File: config.mk
export PLATFORM = sky130hd
export DESIGN_NAME = dssrpm_top
export DESIGN_NICKNAME = d
export VERILOG_FILES = /design/src/hdl/dssrpm_pkg.sv /design/src/hdl/dssrpm_top.sv
export VERILOG_INCLUDE_DIRS = /design/src /design/src/hdl
export SDC_FILE = /design/constraint.sdc
export NUM_CORES = 1
export LEC_CHECK = 0
export ABC_AREA = 0
export BUFFER_PORTS_ARGS = -buffer_cell sky130_fd_sc_hd__buf_2
export CORE_ASPECT_RATIO = 0.9
export CORE_MARGIN = 5
export CORE_UTILIZATION = 45
export CTS_CLUSTER_DIAMETER = 50
export DETAILED_ROUTE_END_ITERATION = 7
export HOLD_SLACK_MARGIN = 0.03
export PLACE_DENSITY = 0.68
export SLEW_MARGIN = 0
export SYNTH_ARGS = -nofsm -noshare
export SYNTH_HDL_FRONTEND = slang
export SYNTH_SLANG_ARGS = --single-unit
File: constraint.sdc
create_clock -name core_clk -period 7.7 [get_ports core_clk]
set_input_delay 1.155 -clock core_clk [delete_from_list [all_inputs] [get_ports core_clk]]
set_output_delay 1.155 -clock core_clk [all_outputs]
set_load 0.1 [all_outputs]
File: src/hdl/dssrpm_defines.svh
// Behaviour
// RL1 - macro selector accepts values 0 to 4
// RL2 - macros 0-3 keep rewriting routing and latching
// RL3 - macro 4 leaves routing user writable
// RL4 - new macro routing applies after drive reset
// RL5 - macro table fixes each terminal function
// RL6 - switching to 4 keeps last routing
// RL7 - user restores defaults by hand
// RL8 - latching needs user-driven run permit input
// RL9 - dropping run permit clears latch, stops
// RL10 - no spin catch: reference starts at zero
// RL11 - spin catch: reference loads measured speed
// RL12 - user clears spin catch when unneeded
// RL13 - position mode accepts 0 to 6
// RL14 - feed-forward only in modes 1 and 3
// RL15 - rigid mode always accumulates position error
// RL16 - non-rigid loop acts only at speed
// RL17 - feed-forward reference speed enters speed path
// RL18 - position loop is proportional only
`ifndef DSSRPM_DEFINES_SVH
`define DSSRPM_DEFINES_SVH

`define DSSRPM_IDX_MACRO 6'h00
`define DSSRPM_IDX_SPIN 6'h01
`define DSSRPM_IDX_POSMODE 6'h02
`define DSSRPM_IDX_LATCH 6'h03
`define DSSRPM_IDX_DEST0 6'h04
`define DSSRPM_IDX_GAIN 6'h07
`define DSSRPM_IDX_RAMP 6'h08
`define DSSRPM_IDX_STATUS 6'h09
`define DSSRPM_IDX_SPEEDREF 6'h0a

`define DSSRPM_RST_MACRO 3'h0
`define DSSRPM_RST_SPIN 1'h1
`define DSSRPM_RST_POSMODE 3'h0
`define DSSRPM_RST_GAIN 8'h10
`define DSSRPM_RST_RAMP 16'h0010

`define DSSRPM_MACRO_LAST 3'h3
`define DSSRPM_MACRO_MAX 3'h4
`define DSSRPM_POSMODE_MAX 3'h6
`define DSSRPM_GAIN_SHIFT 4

`define DSSRPM_CODE_FDIS 16'h061d
`define DSSRPM_CODE_FWD 16'h061e
`define DSSRPM_CODE_REV 16'h0620
`define DSSRPM_CODE_DIR 16'h0621
`define DSSRPM_CODE_RUN 16'h0622
`define DSSRPM_CODE_PERM 16'h0627

`endif

File: src/hdl/dssrpm_pkg.sv
`default_nettype none
package dssrpm_pkg;
  typedef logic [15:0] dssrpm_code_t;

  typedef enum logic [2:0] {
    SQ_IDLE = 3'h1,
    SQ_FWD = 3'h2,
    SQ_REV = 3'h4
  } dssrpm_seq_e;

  typedef struct packed {
    logic fastDisable;
    logic runPermit;
    logic runForward;
    logic runReverse;
    logic run;
    logic dirSelect;
  } dssrpm_fn_s;

  typedef struct packed {
    logic signed [15:0] speedDemand;
    logic signed [15:0] measuredSpeed;
    logic signed [15:0] refEncoderSpeed;
    logic signed [15:0] refPosDelta;
    logic signed [15:0] fbPosDelta;
  } dssrpm_fb_s;
endpackage
`default_nettype wire

File: src/hdl/dssrpm_top.sv
`include "dssrpm_defines.svh"
`default_nettype none
module dssrpm_top (
  input wire logic core_clk,
  input wire logic reset,
  input wire logic clkEn,
  input wire logic wb_cyc_i,
  input wire logic wb_stb_i,
  input wire logic wb_we_i,
  input wire logic [7:0] wb_adr_i,
  input wire logic [31:0] wb_dat_i,
  input wire logic [3:0] wb_sel_i,
  output logic [31:0] wb_dat_o,
  output logic wb_ack_o,
  input wire logic driveReset,
  input wire logic routedInputOne,
  input wire logic routedInputTwo,
  input wire logic routedInputThree,
  input wire logic atSpeedCondition,
  input wire dssrpm_pkg::dssrpm_fb_s feedback,
  output logic driveEnable,
  output logic runReverse,
  output logic ffActive,
  output logic [15:0] postRampSpeedReference
);

  logic [2:0] macroSel_r;
  logic [2:0] posMode_r;
  logic [2:0] activeMacro_r;
  logic spinCatch_r;
  logic latchEn_r;
  logic activeLatch_r;
  logic loadPend_r;
  logic [7:0] gain_r;
  logic [15:0] rampStep_r;
  dssrpm_pkg::dssrpm_code_t dest_r [3];
  dssrpm_pkg::dssrpm_code_t activeDest_r [3];
  dssrpm_pkg::dssrpm_fn_s fnHit [3];
  dssrpm_pkg::dssrpm_fn_s anyHit;
  dssrpm_pkg::dssrpm_fn_s anyOn;
  logic [2:0] termIn;
  logic wbReq;
  logic wrEn;
  logic [5:0] wbWord;
  logic ack_r;
  logic [31:0] rdData_r;
  logic [31:0] rdNxt;
  dssrpm_pkg::dssrpm_seq_e seq_r;
  dssrpm_pkg::dssrpm_seq_e seq_nxt;
  logic driveEnable_r;
  logic enPrev_r;
  logic fwdReq;
  logic revReq;
  logic permitOk;
  logic fastOk;
  logic ffOn;
  logic rigidOn;
  logic nonRigidOn;
  logic orientOn;
  logic ffActive_r;
  logic signed [15:0] posErr_r;
  logic signed [15:0] posCorr_r;
  logic signed [15:0] postRef_r;
  logic signed [15:0] ffSpeed;
  logic signed [15:0] target;
  logic signed [23:0] product;
  logic signed [16:0] rampDiff;
  logic signed [16:0] stepS;

  function automatic dssrpm_pkg::dssrpm_code_t macroDest(input logic [2:0] sel, input int idx);
    dssrpm_pkg::dssrpm_code_t c;
    case (idx)
      0: c = sel[0] ? `DSSRPM_CODE_PERM : `DSSRPM_CODE_FDIS;
      1: c = sel[1] ? `DSSRPM_CODE_RUN : `DSSRPM_CODE_FWD;
      default: c = sel[1] ? `DSSRPM_CODE_DIR : `DSSRPM_CODE_REV;
    endcase
    return c;
  endfunction

  function automatic logic [15:0] merge16(input logic [15:0] old, input logic [31:0] d, input logic [3:0] s);
    return {s[1] ? d[15:8] : old[15:8], s[0] ? d[7:0] : old[7:0]};
  endfunction

  assign termIn = {routedInputThree, routedInputTwo, routedInputOne};
  assign wbReq = wb_cyc_i & wb_stb_i;
  assign wbWord = wb_adr_i[7:2];
  // writes land on the edge where the master samples ack
  assign wrEn = wbReq & wb_we_i & ack_r;
  assign wb_ack_o = ack_r;
  assign wb_dat_o = rdData_r;

  always_ff @(posedge core_clk) begin
    if (reset) begin
      ack_r <= 1'b0;
      rdData_r <= 32'h0000_0000;
    end else if (clkEn) begin
      ack_r <= wbReq & ~ack_r;
      if (wbReq & ~ack_r) begin
        rdData_r <= rdNxt;
      end
    end
  end

  always_comb begin
    rdNxt = 32'h0000_0000;
    case (wbWord)
      `DSSRPM_IDX_MACRO: rdNxt = {29'h0000_0000, macroSel_r};
      `DSSRPM_IDX_SPIN: rdNxt = {31'h0000_0000, spinCatch_r};
      `DSSRPM_IDX_POSMODE: rdNxt = {29'h0000_0000, posMode_r};
      `DSSRPM_IDX_LATCH: rdNxt = {31'h0000_0000, latchEn_r};
      `DSSRPM_IDX_DEST0: rdNxt = {16'h0000, dest_r[0]};
      `DSSRPM_IDX_DEST0 + 6'h01: rdNxt = {16'h0000, dest_r[1]};
      `DSSRPM_IDX_DEST0 + 6'h02: rdNxt = {16'h0000, dest_r[2]};
      `DSSRPM_IDX_GAIN: rdNxt = {24'h0000_00, gain_r};
      `DSSRPM_IDX_RAMP: rdNxt = {16'h0000, rampStep_r};
      `DSSRPM_IDX_STATUS: rdNxt = {21'h00_0000, ffActive_r, nonRigidOn, orientOn, seq_r,
        driveEnable_r, activeLatch_r, activeMacro_r};
      `DSSRPM_IDX_SPEEDREF: rdNxt = {16'h0000, postRef_r};
      default: rdNxt = 32'h0000_0000;
    endcase
  end

  always_ff @(posedge core_clk) begin
    if (reset) begin
      macroSel_r <= `DSSRPM_RST_MACRO;
      spinCatch_r <= `DSSRPM_RST_SPIN;
      posMode_r <= `DSSRPM_RST_POSMODE;
      gain_r <= `DSSRPM_RST_GAIN;
      rampStep_r <= `DSSRPM_RST_RAMP;
    end else if (clkEn && wrEn && wb_sel_i[0]) begin
      case (wbWord)
        `DSSRPM_IDX_MACRO: begin
          if (wb_dat_i[2:0] <= `DSSRPM_MACRO_MAX) begin
            macroSel_r <= wb_dat_i[2:0]; // RL1
          end
        end
        `DSSRPM_IDX_SPIN: spinCatch_r <= wb_dat_i[0];
        `DSSRPM_IDX_POSMODE: begin
          if (wb_dat_i[2:0] <= `DSSRPM_POSMODE_MAX) begin
            posMode_r <= wb_dat_i[2:0]; // RL13
          end
        end
        `DSSRPM_IDX_GAIN: gain_r <= wb_dat_i[7:0];
        `DSSRPM_IDX_RAMP: rampStep_r <= merge16(rampStep_r, wb_dat_i, wb_sel_i);
        default: ;
      endcase
    end else if (clkEn && wrEn && wb_sel_i[1] && wbWord == `DSSRPM_IDX_RAMP) begin
      rampStep_r <= merge16(rampStep_r, wb_dat_i, wb_sel_i);
    end
  end

  always_ff @(posedge core_clk) begin
    if (reset) begin
      latchEn_r <= 1'b0;
    end else if (clkEn) begin
      if (macroSel_r <= `DSSRPM_MACRO_LAST) begin
        latchEn_r <= macroSel_r[0]; // RL2 RL5
      end else if (wrEn && wb_sel_i[0] && wbWord == `DSSRPM_IDX_LATCH) begin
        latchEn_r <= wb_dat_i[0]; // RL3
      end
    end
  end

  // snapshot taken after reset release and on every drive reset
  always_ff @(posedge core_clk) begin
    if (reset) begin
      loadPend_r <= 1'b1;
      activeMacro_r <= `DSSRPM_RST_MACRO;
      activeLatch_r <= 1'b0;
    end else if (clkEn) begin
      loadPend_r <= driveReset;
      if (loadPend_r) begin
        activeMacro_r <= macroSel_r; // RL4
        activeLatch_r <= latchEn_r;
      end
    end
  end

  for (genvar g = 0; g < 3; g++) begin : gTerm
    always_ff @(posedge core_clk) begin
      if (reset) begin
        dest_r[g] <= macroDest(`DSSRPM_RST_MACRO, g);
      end else if (clkEn) begin
        if (macroSel_r <= `DSSRPM_MACRO_LAST) begin
          dest_r[g] <= macroDest(macroSel_r, g); // RL2 RL5
        end else if (wrEn && wbWord == `DSSRPM_IDX_DEST0 + 6'(g)) begin
          dest_r[g] <= merge16(dest_r[g], wb_dat_i, wb_sel_i); // RL3 RL6
        end
      end
    end

    always_ff @(posedge core_clk) begin
      if (reset) begin
        activeDest_r[g] <= macroDest(`DSSRPM_RST_MACRO, g);
      end else if (clkEn && loadPend_r) begin
        activeDest_r[g] <= dest_r[g]; // RL4
      end
    end

    always_comb begin
      fnHit[g] = '0;
      fnHit[g].fastDisable = activeDest_r[g] == `DSSRPM_CODE_FDIS;
      fnHit[g].runPermit = activeDest_r[g] == `DSSRPM_CODE_PERM;
      fnHit[g].runForward = activeDest_r[g] == `DSSRPM_CODE_FWD;
      fnHit[g].runReverse = activeDest_r[g] == `DSSRPM_CODE_REV;
      fnHit[g].run = activeDest_r[g] == `DSSRPM_CODE_RUN;
      fnHit[g].dirSelect = activeDest_r[g] == `DSSRPM_CODE_DIR;
    end
  end

  always_comb begin
    anyHit = '0;
    anyOn = '0;
    for (int i = 0; i < 3; i++) begin
      anyHit = anyHit | fnHit[i];
      anyOn = anyOn | (fnHit[i] & {6{termIn[i]}});
    end
  end

  assign fwdReq = anyOn.runForward | (anyOn.run & ~anyOn.dirSelect);
  assign revReq = anyOn.runReverse | (anyOn.run & anyOn.dirSelect);
  // with latching on, only a routed and active permit lets the drive run
  assign permitOk = ~activeLatch_r | anyOn.runPermit;
  // an unrouted fast disable never blocks the drive
  assign fastOk = ~anyHit.fastDisable | anyOn.fastDisable;

  always_comb begin
    seq_nxt = seq_r;
    case (seq_r)
      dssrpm_pkg::SQ_IDLE: begin
        if (permitOk && fwdReq && !revReq) begin
          seq_nxt = dssrpm_pkg::SQ_FWD;
        end else if (permitOk && revReq && !fwdReq) begin
          seq_nxt = dssrpm_pkg::SQ_REV;
        end
      end
      dssrpm_pkg::SQ_FWD: begin
        if (!permitOk || (!activeLatch_r && !fwdReq)) begin
          seq_nxt = dssrpm_pkg::SQ_IDLE; // RL9
        end
      end
      dssrpm_pkg::SQ_REV: begin
        if (!permitOk || (!activeLatch_r && !revReq)) begin
          seq_nxt = dssrpm_pkg::SQ_IDLE; // RL9
        end
      end
      default: seq_nxt = dssrpm_pkg::SQ_IDLE;
    endcase
  end

  always_ff @(posedge core_clk) begin
    if (reset) begin
      seq_r <= dssrpm_pkg::SQ_IDLE;
      driveEnable_r <= 1'b0;
      enPrev_r <= 1'b0;
    end else if (clkEn) begin
      seq_r <= seq_nxt;
      driveEnable_r <= (seq_nxt != dssrpm_pkg::SQ_IDLE) && fastOk;
      enPrev_r <= driveEnable_r;
    end
  end

  assign driveEnable = driveEnable_r;
  assign runReverse = seq_r == dssrpm_pkg::SQ_REV;

  assign ffOn = posMode_r == 3'h1 || posMode_r == 3'h3;
  assign rigidOn = posMode_r == 3'h1 || posMode_r == 3'h2;
  assign nonRigidOn = posMode_r == 3'h3 || posMode_r == 3'h4;
  assign orientOn = posMode_r == 3'h5 || posMode_r == 3'h6;

  always_ff @(posedge core_clk) begin
    if (reset) begin
      posErr_r <= 16'sh0000;
      ffActive_r <= 1'b0;
    end else if (clkEn) begin
      ffActive_r <= ffOn; // RL14
      if (!driveEnable_r || !(rigidOn || nonRigidOn)) begin
        posErr_r <= 16'sh0000;
      end else if (rigidOn || atSpeedCondition) begin
        posErr_r <= posErr_r + feedback.refPosDelta - feedback.fbPosDelta; // RL15 RL16
      end else begin
        posErr_r <= 16'sh0000; // RL16
      end
    end
  end

  assign ffActive = ffActive_r;
  // proportional term only; the posErr_r sum is the sole integrator in the loop
  assign product = posErr_r * $signed({1'b0, gain_r}); // RL18
  assign ffSpeed = ffOn ? feedback.refEncoderSpeed : 16'sh0000; // RL17
  assign target = feedback.speedDemand + ffSpeed + posCorr_r; // RL17
  assign rampDiff = 17'(target) - 17'(postRef_r);
  assign stepS = $signed({1'b0, rampStep_r});

  always_ff @(posedge core_clk) begin
    if (reset) begin
      posCorr_r <= 16'sh0000;
    end else if (clkEn) begin
      posCorr_r <= product[`DSSRPM_GAIN_SHIFT +: 16]; // RL18
    end
  end

  always_ff @(posedge core_clk) begin
    if (reset) begin
      postRef_r <= 16'sh0000;
    end else if (clkEn) begin
      if (!driveEnable_r) begin
        postRef_r <= 16'sh0000;
      end else if (!enPrev_r) begin
        postRef_r <= spinCatch_r ? feedback.measuredSpeed : 16'sh0000; // RL10 RL11
      end else if (rampDiff > stepS) begin
        postRef_r <= postRef_r + rampStep_r; // RL10
      end else if (rampDiff < -stepS) begin
        postRef_r <= postRef_r - rampStep_r;
      end else begin
        postRef_r <= target;
      end
    end
  end

  assign postRampSpeedReference = postRef_r;
endmodule
`default_nettype wire

==> impl_metrics.csv, run 1 <==
group,metric,value,unit
clock_network,cts_buffers,30,
grt,grt-ovfl-total,0,
synth,synth_seq_cells,204,
sta,slew_violations,0,
setup_path,crit_path_end_kind,"register",
synth,yosys_warnings,0,
placed_design,io_buffers,150,
setup_path,arrival,7.68,ns
detailed_routing,drtIter0Drc,1352,
setup_path,r2r-start,"posMode_r[0]",
hold_path,min_to,"wb_dat_o[7]",
power,p_leak,9.19,nW
job,max_cap_violations,0,
clock_network,cts_sinks,204,
hold_path,min_path_cells,2,
power,pwr_density_cell,148,nW/um^2
sta,hold_viol_final,0,
setup_path,timing.rr.end,"postRampSpeedReference[11]",
setup_path,cp_max_fo,26,
synth,synth_cell_types,85,
clock_network,clockBufferDepth,3,
detailed_routing,wirelength,54.9,mm
sta,min_period_over_period,93.5,%
power,total_power,3.05,mW
outcome,status,"finished, final reports clean",
setup_path,cp-start-kind,"register",
hold_path,hp-start,"wb_dat_o[7]",
grt,antenna_found_initial,3,
detailed_routing,drt-pass1-iter-count,8,
sta,max_freq,0.139,GHz
synth,syn_area_per_cell,8.85,sq um
synth,ys_seq_area_share,27.6,%
placed_design,gp_congestion,0.925,
sta,rsz0062_at_grt,"no",
die,initial_core_util,45.2,%
detailed_routing,via_per_inst,5.70,
clock_network,clkTransAtPathRegs,0.06,ns
detailed_routing,drc,0,
synth,synth_area,18300,sq um
clock_network,clock-root-buffer,"clkbuf_16",
die,core,40500,sq um
power,ir_drop,0.174,mV
sta,fin_crit,7.20,ns
setup_path,cp_common_cell,"inv_1",
cells_and_area,layout-drive-gt1-share,11.5,%
detailed_routing,vias,15628,
cells_and_area,mostFrequentLayoutCells,"inv_1, nor2_1, buf_2, ha_1, nand2_1",
die,io_pins,187,
sta,tightest_slew,1.10,ns
setup_path,crit_required,8.18,ns
setup_path,slowest_stage,"dfxtp_1",
setup_path,r2r_slack,0.50,ns
placed_design,dp_hpwl,42.5,mm
setup_path,path_class,"reg2reg",
die,die_x,223,um
sta,slew_headroom,26.3,%
sta,tns,0,ns
clock_network,cts_tree,"done",
die,die_height,201,um
detailed_routing,final_antenna_net_count,0,
cells_and_area,area_growth,12.4,%
sta,clock_skew,0.0119,ns
cells_and_area,final_common_cell,"inv_1",
synth,synthArstFlopShare,0,%
clock_network,ctsHoldBuffers,0,
hold_path,hp-class,"reg2reg",
grt,grt_max_degree,66,
die,std_cell_rows,70,
synth,synth_edf_count,96,
grt,grt.total_usage,24.0,%
cells_and_area,nNetsFinal,2569,
synth,ys.flop_type,"dfxtp_1",
setup_path,worstRegToRegCells,36,
grt,grt_pass1_wl,87.3,mm
setup_path,crit_path_max_incr_delay,0.44,ns
grt,grt_pass1_vias,15849,
die,dieArea,44800,sq um
synth,postSynthCellCount,2069,
detailed_routing,wl_per_cell,20.0,um
setup_path,crit_path_start,"posMode_r[0]",
clock_network,htree_levels,1,
clock_network,clock_latency,0.58,ns
sta,setup_viol,0,
[power breakdown]
group	internal [mW]	switching [mW]	leakage, nW
Sequential	1.16	0.0124	1.82
Clock	0.882	0.571	0.525
Combinational	0.153	0.281	6.85
[worst max-delay path, delay by kind of cell (launching register included)]
kind | cells | cell delay, ns
DFF | 1 | 0.44
adders and majority gates | 5 | 1.65
AOI/OAI and AO/OA | 13 | 2.18
xor gates and xnor gates | 1 | 0.29
buffers and inverters | 6 | 0.84
and+or+nand+nor | 11 | 1.66
[cell type report]
| class | count | area [sq um] |
|---|---|---|
| fillers | 3786 | 19900 |
| well taps | 540 | 676 |
| inverters | 233 | 875 |
| multi-input cells | 1542 | 12000 |
| clock buffers | 36 | 825 |
| diodes | 1 | 2.50 |
| repair buffers | 165 | 878 |
| flip-flops and latches | 204 | 5040 |
| clock inverters | 20 | 259 |
[worst max path at each step]
| stage | cells after the start | end | slack, ns |
|---|---|---|---|
| 3_5_place_dp | 35 | postRampSpeedReference[11] | 0.005 |
| 2_1_floorplan | 29 | postRampSpeedReference[1] | 1.24 |
| 6_report | 36 | postRampSpeedReference[11] | 0.50 |
| 4_1_cts | 33 | postRampSpeedReference[11] | 0.25 |
| 3_3_place_gp | 35 | postRampSpeedReference[11] | 0.30 |
| 5_1_grt | 35 | postRampSpeedReference[11] | 0.02 |
[synth_stat cells, drive strengths merged (25+ instances only)]
cell type / number / area, sq um
inv: 233 / 875
nor2: 179 / 672
ha: 141 / 1760
nand2: 135 / 507
a21oi: 127 / 639
fa: 117 / 2340
dfxtp: 108 / 2160
edfxtp: 96 / 2880
and2: 93 / 582
xnor2: 81 / 709
clkbuf: 77 / 290
and3: 70 / 443
o21ai: 57 / 285
mux2i: 54 / 541
nor3: 51 / 260
nand2b: 37 / 231
nand3: 33 / 170
buf: 28 / 174
a22oi: 26 / 200
a21o: 25 / 188
[kinds of logic after synthesis]
kind of cell | share of synthesized area (%)
AOI/OAI and AO/OA | 15.0
xor gates and xnor gates | 4.83
adders and majority gates | 22.4
buffers and inverters | 7.31
DFF | 27.6
muxes | 3.26
other | 0.0205
and+or+nand+nor | 19.6
[per-layer routing]
metal	track usage (%)	wire, um	vias to the layer above	part of all wire, %
met5	0	25	-	0.046
met4	7.50	1960	4	3.6
met3	4.43	4330	117	7.9
met2	36.0	23200	635	42
met1	35.3	25300	7537	46
li1	-	-	7335	-
[per-stage QoR]
stage | std cells | util [%] | hold WS (ns) | cell area [sq um] | worst slack, ns
after global placement | 2684 | 48.1 | 0.465 | 19500 | 0.305
after global routing | 2741 | 50.8 | 0.511 | 20600 | 0.0186
final | 2741 | 50.8 | 0.485 | 20600 | 0.503
after detailed placement | 2684 | 48.1 | 0.473 | 19500 | 0.00480
after CTS | 2740 | 50.8 | 0.489 | 20600 | 0.249
after floorplan | 2084 | - | 0.447 | 18400 | 1.24
[flip-flops by register name, indices dropped and copies added, names as in the netlist]
signal	cells
activeDest_r	48
activeLatch_r	1
activeMacro_r	3
dest_r	48
driveEnable	1
enPrev_r	1
ffActive	1
gain_r	8
latchEn_r	1
loadPend_r	1
macroSel_r	3
posCorr_r	16
posErr_r	16
posMode_r	3
postRampSpeedReference	16
rampStep_r	16
seq_r	3
spinCatch_r	1
wb_ack_o	1
wb_dat_o	16
[what timing repair did]
| action | in CTS | in global routing |
|---|---|---|
| gates resized for setup | 0 | 4 |
| endpoints found under the setup margin | 0 | 16 |
| buffers inserted | 0 | 0 |
No activity file was read; power rests on OpenSTA's default activity.
==> run 2, diff against run 1 <==
--- a/config.mk
+++ b/config.mk
@@ -15,6 +15,7 @@
 export DETAILED_ROUTE_END_ITERATION = 7
 export HOLD_SLACK_MARGIN = 0.03
 export PLACE_DENSITY = 0.68
+export RECOVER_POWER = 50
 export SLEW_MARGIN = 0
 export SYNTH_ARGS = -nofsm -noshare
 export SYNTH_HDL_FRONTEND = slang
==> impl_metrics.csv, run 2 (synthesis results as in run 1) <==
group,metric,value,unit
cells_and_area,nNetsFinal,2569,
die,die_x,223,um
outcome,status,"finished, violations left",
grt,grt.total_usage,24.0,%
sta,fin_crit,7.16,ns
die,dieArea,44800,sq um
clock_network,postCtsSetupRepairBufs,0,
grt,grt_pass1_wl,87.3,mm
clock_network,cts_sinks,204,
outcome,violations,"DRC, capacitance limit, slew limit",
die,initial_core_util,45.2,%
setup_path,critPathTopFamily,"compound AO/OA/AOI/OAI gates",
sta,max_freq,0.140,GHz
setup_path,crit_path_end_kind,"register",
sta,clock_skew,0.00987,ns
setup_path,cp_max_fo,26,
power,p_int,2.19,mW
clock_network,htree_levels,1,
power,swShare,28.3,%
cells_and_area,layout-drive-gt1-share,9.55,%
setup_path,path_class,"reg2reg",
setup_path,crit_required,8.18,ns
die,die_height,201,um
sta,rsz0062_at_grt,"no",
cells_and_area,fillers,3810,
power,power.net_switching,864,uW
setup_path,crit_path_max_incr_delay,0.45,ns
setup_path,cp_common_cell,"inv_1",
grt,grt_max_degree,66,
clock_network,clock-root-buffer,"clkbuf_16",
detailed_routing,drtIter0Drc,1473,
placed_design,dp_hpwl,42.5,mm
clock_network,cts_tree,"done",
power,power.share.sequential,38.2,%
sta,hold_viol_final,0,
die,std_cell_rows,70,
setup_path,crit_buf_inv,6,
die,io_pins,187,
power,pwr_density_cell,149,nW/um^2
sta,setup_viol,0,
placed_design,gp_congestion,0.925,
grt,grt_pass1_vias,15849,
cells_and_area,reg_top3,"activeDest_r: 48 flops, dest_r: 48 flops",
detailed_routing,final_antenna_net_count,0,
grt,grt-ovfl-total,0,
power,combPwrFrac,14.2,%
detailed_routing,drt-pass1-iter-count,8,
clock_network,ctsHoldBuffers,0,
sta,worst_hold_slack,0.486,ns
sta,slew_headroom,-125,%
die,core,40500,sq um
clock_network,postCtsResizedCells,0,
cells_and_area,final_common_cell,"inv_1",
sta,tns,0,ns
detailed_routing,vias,15595,
sta,slew_violations,167,
power,p_leak,9.03,nW
power,ir_drop,0.174,mV
setup_path,slowest_stage,"dfxtp_1",
hold_path,hp-class,"reg2reg",
detailed_routing,via_per_inst,5.69,
sta,min_period_over_period,93.0,%
job,max_cap_violations,3,
detailed_routing,wl_per_cell,20.0,um
detailed_routing,wirelength,54.9,mm
sta,tightest_slew,3.37,ns
clock_network,clkTransAtPathRegs,0.06,ns
setup_path,cp-start-kind,"register",
power,clkPwrFrac,47.6,%
detailed_routing,drc,1,
clock_network,clock_latency,0.59,ns
cells_and_area,mostFrequentLayoutCells,"inv_1, nor2_1, ha_1, nand2_1, a21oi_1",
placed_design,io_buffers,150,
cells_and_area,area_growth,12.0,%
clock_network,cts_buffers,30,
setup_path,arrival,7.64,ns
grt,antenna_found_initial,3,
clock_network,clockBufferDepth,3,
[run 2: cell count changes in the layout (fill, tap and decap cells not counted)]
cell	change
and2_0	+1
and2_1	-1
buf_2	-32
buf_4	-6
clkbuf_1	+38
nor2b_1	+1
nor2b_2	-1
nor3_1	+1
nor3_2	-1
or2_0	+2
or2_2	-2
[run 2: per-stage QoR]
| stage | util [%] | std cells | cell area, sq um | setup WS (ns) | total power [mW] |
|---|---|---|---|---|---|
| floorplan | - | 2084 | 18400 | 1.24 | 1.49 |
| CTS | 50.8 | 2740 | 20600 | 0.249 | 3.07 |
| global placement | 48.1 | 2684 | 19500 | 0.305 | 1.61 |
| detailed placement | 48.1 | 2684 | 19500 | 0.00480 | 1.62 |
| global route | 50.7 | 2741 | 20500 | 0.0154 | 3.16 |
| finish | 50.7 | 2741 | 20500 | 0.538 | 3.06 |
[run 2: path summary, 6_finish.rpt]
check	start	end	slack (ns)	depth (start not counted)
max	posMode_r[0]	postRampSpeedReference[11]	0.54	36
min	wb_dat_o[7]	wb_dat_o[7]	0.49	2
max reg2reg	posMode_r[0]	postRampSpeedReference[11]	0.54	36
min reg2reg	wb_dat_o[7]	wb_dat_o[7]	0.49	2
[run 2: area by class of cell]
type	instances	area [sq um]	area share [%]
diodes	1	2.50	0.0122
clock buffers	36	825	4.02
clock inverters	20	259	1.26
inverters	233	875	4.27
multi-input cells	1542	12000	58.5
flip-flops and latches	204	5040	24.6
well taps	540	676	3.30
repair buffers	165	816	3.98
[run 2: layer usage]
metal / track usage, % / vias up / share of wire [%]
met5: 0 / - / 0.049
met4: 7.50 / 4 / 3.5
met3: 4.43 / 115 / 8.6
met2: 36.0 / 664 / 42
met1: 35.3 / 7489 / 45
li1: - / 7323 / -
[run 2: worst register-to-register path: cells and delay by family (launching register included)]
| kind | cells | cell delay [ns] |
|---|---|---|
| flops | 1 | 0.45 |
| buf+inv | 6 | 0.83 |
| xor+xnor | 1 | 0.28 |
| simple gates | 11 | 1.67 |
| compound gates | 13 | 2.16 |
| fa+ha+maj | 5 | 1.65 |
[run 2: power by group through the flow]
stage	sequential, mW	clock (mW)	combinational [mW]
after global routing	1.17	1.52	0.474
after detailed placement	1.19	0	0.425
after global placement	1.19	0	0.417
after floorplan	1.19	0	0.298
after CTS	1.17	1.48	0.428
final	1.17	1.45	0.432
==> run 3, diff against run 2 <==
==> constraint.sdc (replaced) <==
create_clock -name core_clk -period 6.92 [get_ports core_clk]
set_input_delay 1.038 -clock core_clk [delete_from_list [all_inputs] [get_ports core_clk]]
set_output_delay 1.038 -clock core_clk [all_outputs]
set_load 0.1 [all_outputs]
==> impl_metrics.csv, run 3 (synthesis results as in run 1) <==
group,metric,value,unit
placed_design,gp_congestion,0.926,
setup_path,crit_required,7.42,ns
sta,worst_hold_slack,0.487,ns
sta,tightest_slew,2.91,ns
job,max_cap_violations,2,
die,die_x,223,um
detailed_routing,via_per_inst,5.62,
setup_path,crit_path_end_kind,"register",
setup_path,cp-start-kind,"register",
cells_and_area,fin_area,20900,sq um
grt,grt.total_usage,23.5,%
grt,grt-ovfl-total,0,
placed_design,post_dp_cell_area,19800,sq um
placed_design,io_buffers,150,
detailed_routing,drt-pass1-iter-count,7,
clock_network,ctsHoldBuffers,0,
grt,grt_max_degree,63,
placed_design,dp_hpwl,41.8,mm
hold_path,hp-class,"reg2reg",
outcome,status,"finished, violations left",
detailed_routing,final_antenna_net_count,0,
clock_network,cts_sinks,204,
detailed_routing,wl_per_cell,19.5,um
clock_network,htree_levels,1,
sta,worst_slack,0.349,ns
cells_and_area,final_common_cell,"inv_1",
detailed_routing,drtIter0Drc,1423,
die,initial_core_util,45.2,%
cells_and_area,nNetsFinal,2612,
clock_network,cts_buffers,30,
cells_and_area,layout-drive-gt1-share,11.6,%
die,std_cell_rows,70,
sta,hold_viol_final,0,
die,core,40500,sq um
setup_path,r2r-start,"posMode_r[0]",
setup_path,slowest_stage,"fa_1",
power,p_leak,9.22,nW
setup_path,r2r_slack,0.35,ns
sta,slew_violations,113,
clock_network,clock_latency,0.59,ns
cells_and_area,final_util,51.5,%
clock_network,clkTransAtPathRegs,0.06,ns
sta,min_period_over_period,95.0,%
die,die_height,201,um
grt,grt_pass1_vias,15469,
power,ir_drop,0.196,mV
sta,clock_skew,0.0204,ns
sta,tns,0,ns
setup_path,arrival,7.07,ns
detailed_routing,wirelength,54.2,mm
power,pwr_density_cell,159,nW/um^2
sta,fin_crit,6.57,ns
setup_path,timing.rr.end,"postRampSpeedReference[15]",
hold_path,hp-start,"activeMacro_r[2]",
die,dieArea,44800,sq um
hold_path,min_to,"activeMacro_r[2]",
cells_and_area,reg_top3,"activeDest_r: 48 flops, dest_r: 48 flops",
detailed_routing,vias,15639,
clock_network,cts_tree,"done",
clock_network,clockBufferDepth,3,
grt,grt_pass1_wl,85.5,mm
cells_and_area,area_growth,13.9,%
sta,max_freq,0.152,GHz
sta,slew_headroom,-94.2,%
setup_path,cp_max_fo,16,
placed_design,place_inst,2723,
sta,setup_viol,0,
cells_and_area,instances_no_fill,2784,
clock_network,clock-root-buffer,"clkbuf_16",
die,io_pins,187,
power,total_power,3.32,mW
setup_path,path_class,"reg2reg",
grt,antenna_found_initial,3,
setup_path,worstRegToRegCells,37,
placed_design,pre_cts_slack,-0.225,ns
cells_and_area,mostFrequentLayoutCells,"inv_1, nor2_1, ha_1, nand2_1, a21oi_1",
hold_path,min_path_cells,1,
detailed_routing,drc,0,
outcome,violations,"capacitance limit, slew limit",
setup_path,crit_path_max_incr_delay,0.50,ns
-- run 3: changes by cell type in the layout (fill, tap and decap cells not counted), moves of 5 or more --
cell      delta
a21oi_2      +5
a21oi_1      -5
buf_4       +40
clkinv_1     +6
clkbuf_1     +5
-- run 3: how the worst max path moves through the flow --
stage | startpoint | endpoint | slack (ns)
4_1_cts | posMode_r[0] | postRampSpeedReference[11] | 0.003
3_3_place_gp | feedback[65] | postRampSpeedReference[7] | -0.02
3_5_place_dp | feedback[65] | postRampSpeedReference[11] | -0.22
2_1_floorplan | feedback[65] | postRampSpeedReference[1] | 0.57
6_report | posMode_r[0] | postRampSpeedReference[15] | 0.35
5_1_grt | posMode_r[0] | postRampSpeedReference[4] | -0.06
-- run 3: critical path, delay by kind of cell (launching register included) --
| kind | cells | cell delay (ns) |
|---|---|---|
| and+or+nand+nor | 10 | 1.33 |
| xor gates and xnor gates | 1 | 0.20 |
| adders and majority gates | 4 | 1.53 |
| DFF | 1 | 0.35 |
| AOI/OAI and AO/OA | 13 | 2.06 |
| buffers and inverters | 9 | 1.02 |
-- run 3: timing repair --
item	4_1_cts	5_1_grt
endpoints found under the setup margin	1	16
gates resized for setup	1	29
setup buffers	0	4
pin swaps	0	6
-- run 3: cell type report --
class,count,area [sq um]
Clock inverter,19,199
Sequential cell,204,5050
Antenna cell,1,2.50
Clock buffer,37,777
Fill cell,3787,19600
Multi-Input combinational cell,1542,12100
Tap cell,540,676
Inverter,233,875
Timing Repair Buffer,208,1170
-- run 3: where the power goes --
part / internal (mW) / switching (mW)
clock: 0.884 / 0.615
combinational: 0.198 / 0.323
sequential: 1.29 / 0.0137
total: 2.37 / 0.952
-- run 3: per-layer routing --
layer | wire length, um | track usage [%] | up-vias | part of all wire, %
met1 | 24600 | 34.8 | 7482 | 45
met5 | 28 | 0 | - | 0.052
met3 | 4750 | 4.74 | 70 | 8.8
met2 | 23700 | 35.8 | 649 | 44
li1 | - | - | 7434 | -
met4 | 1140 | 4.75 | 4 | 2.1
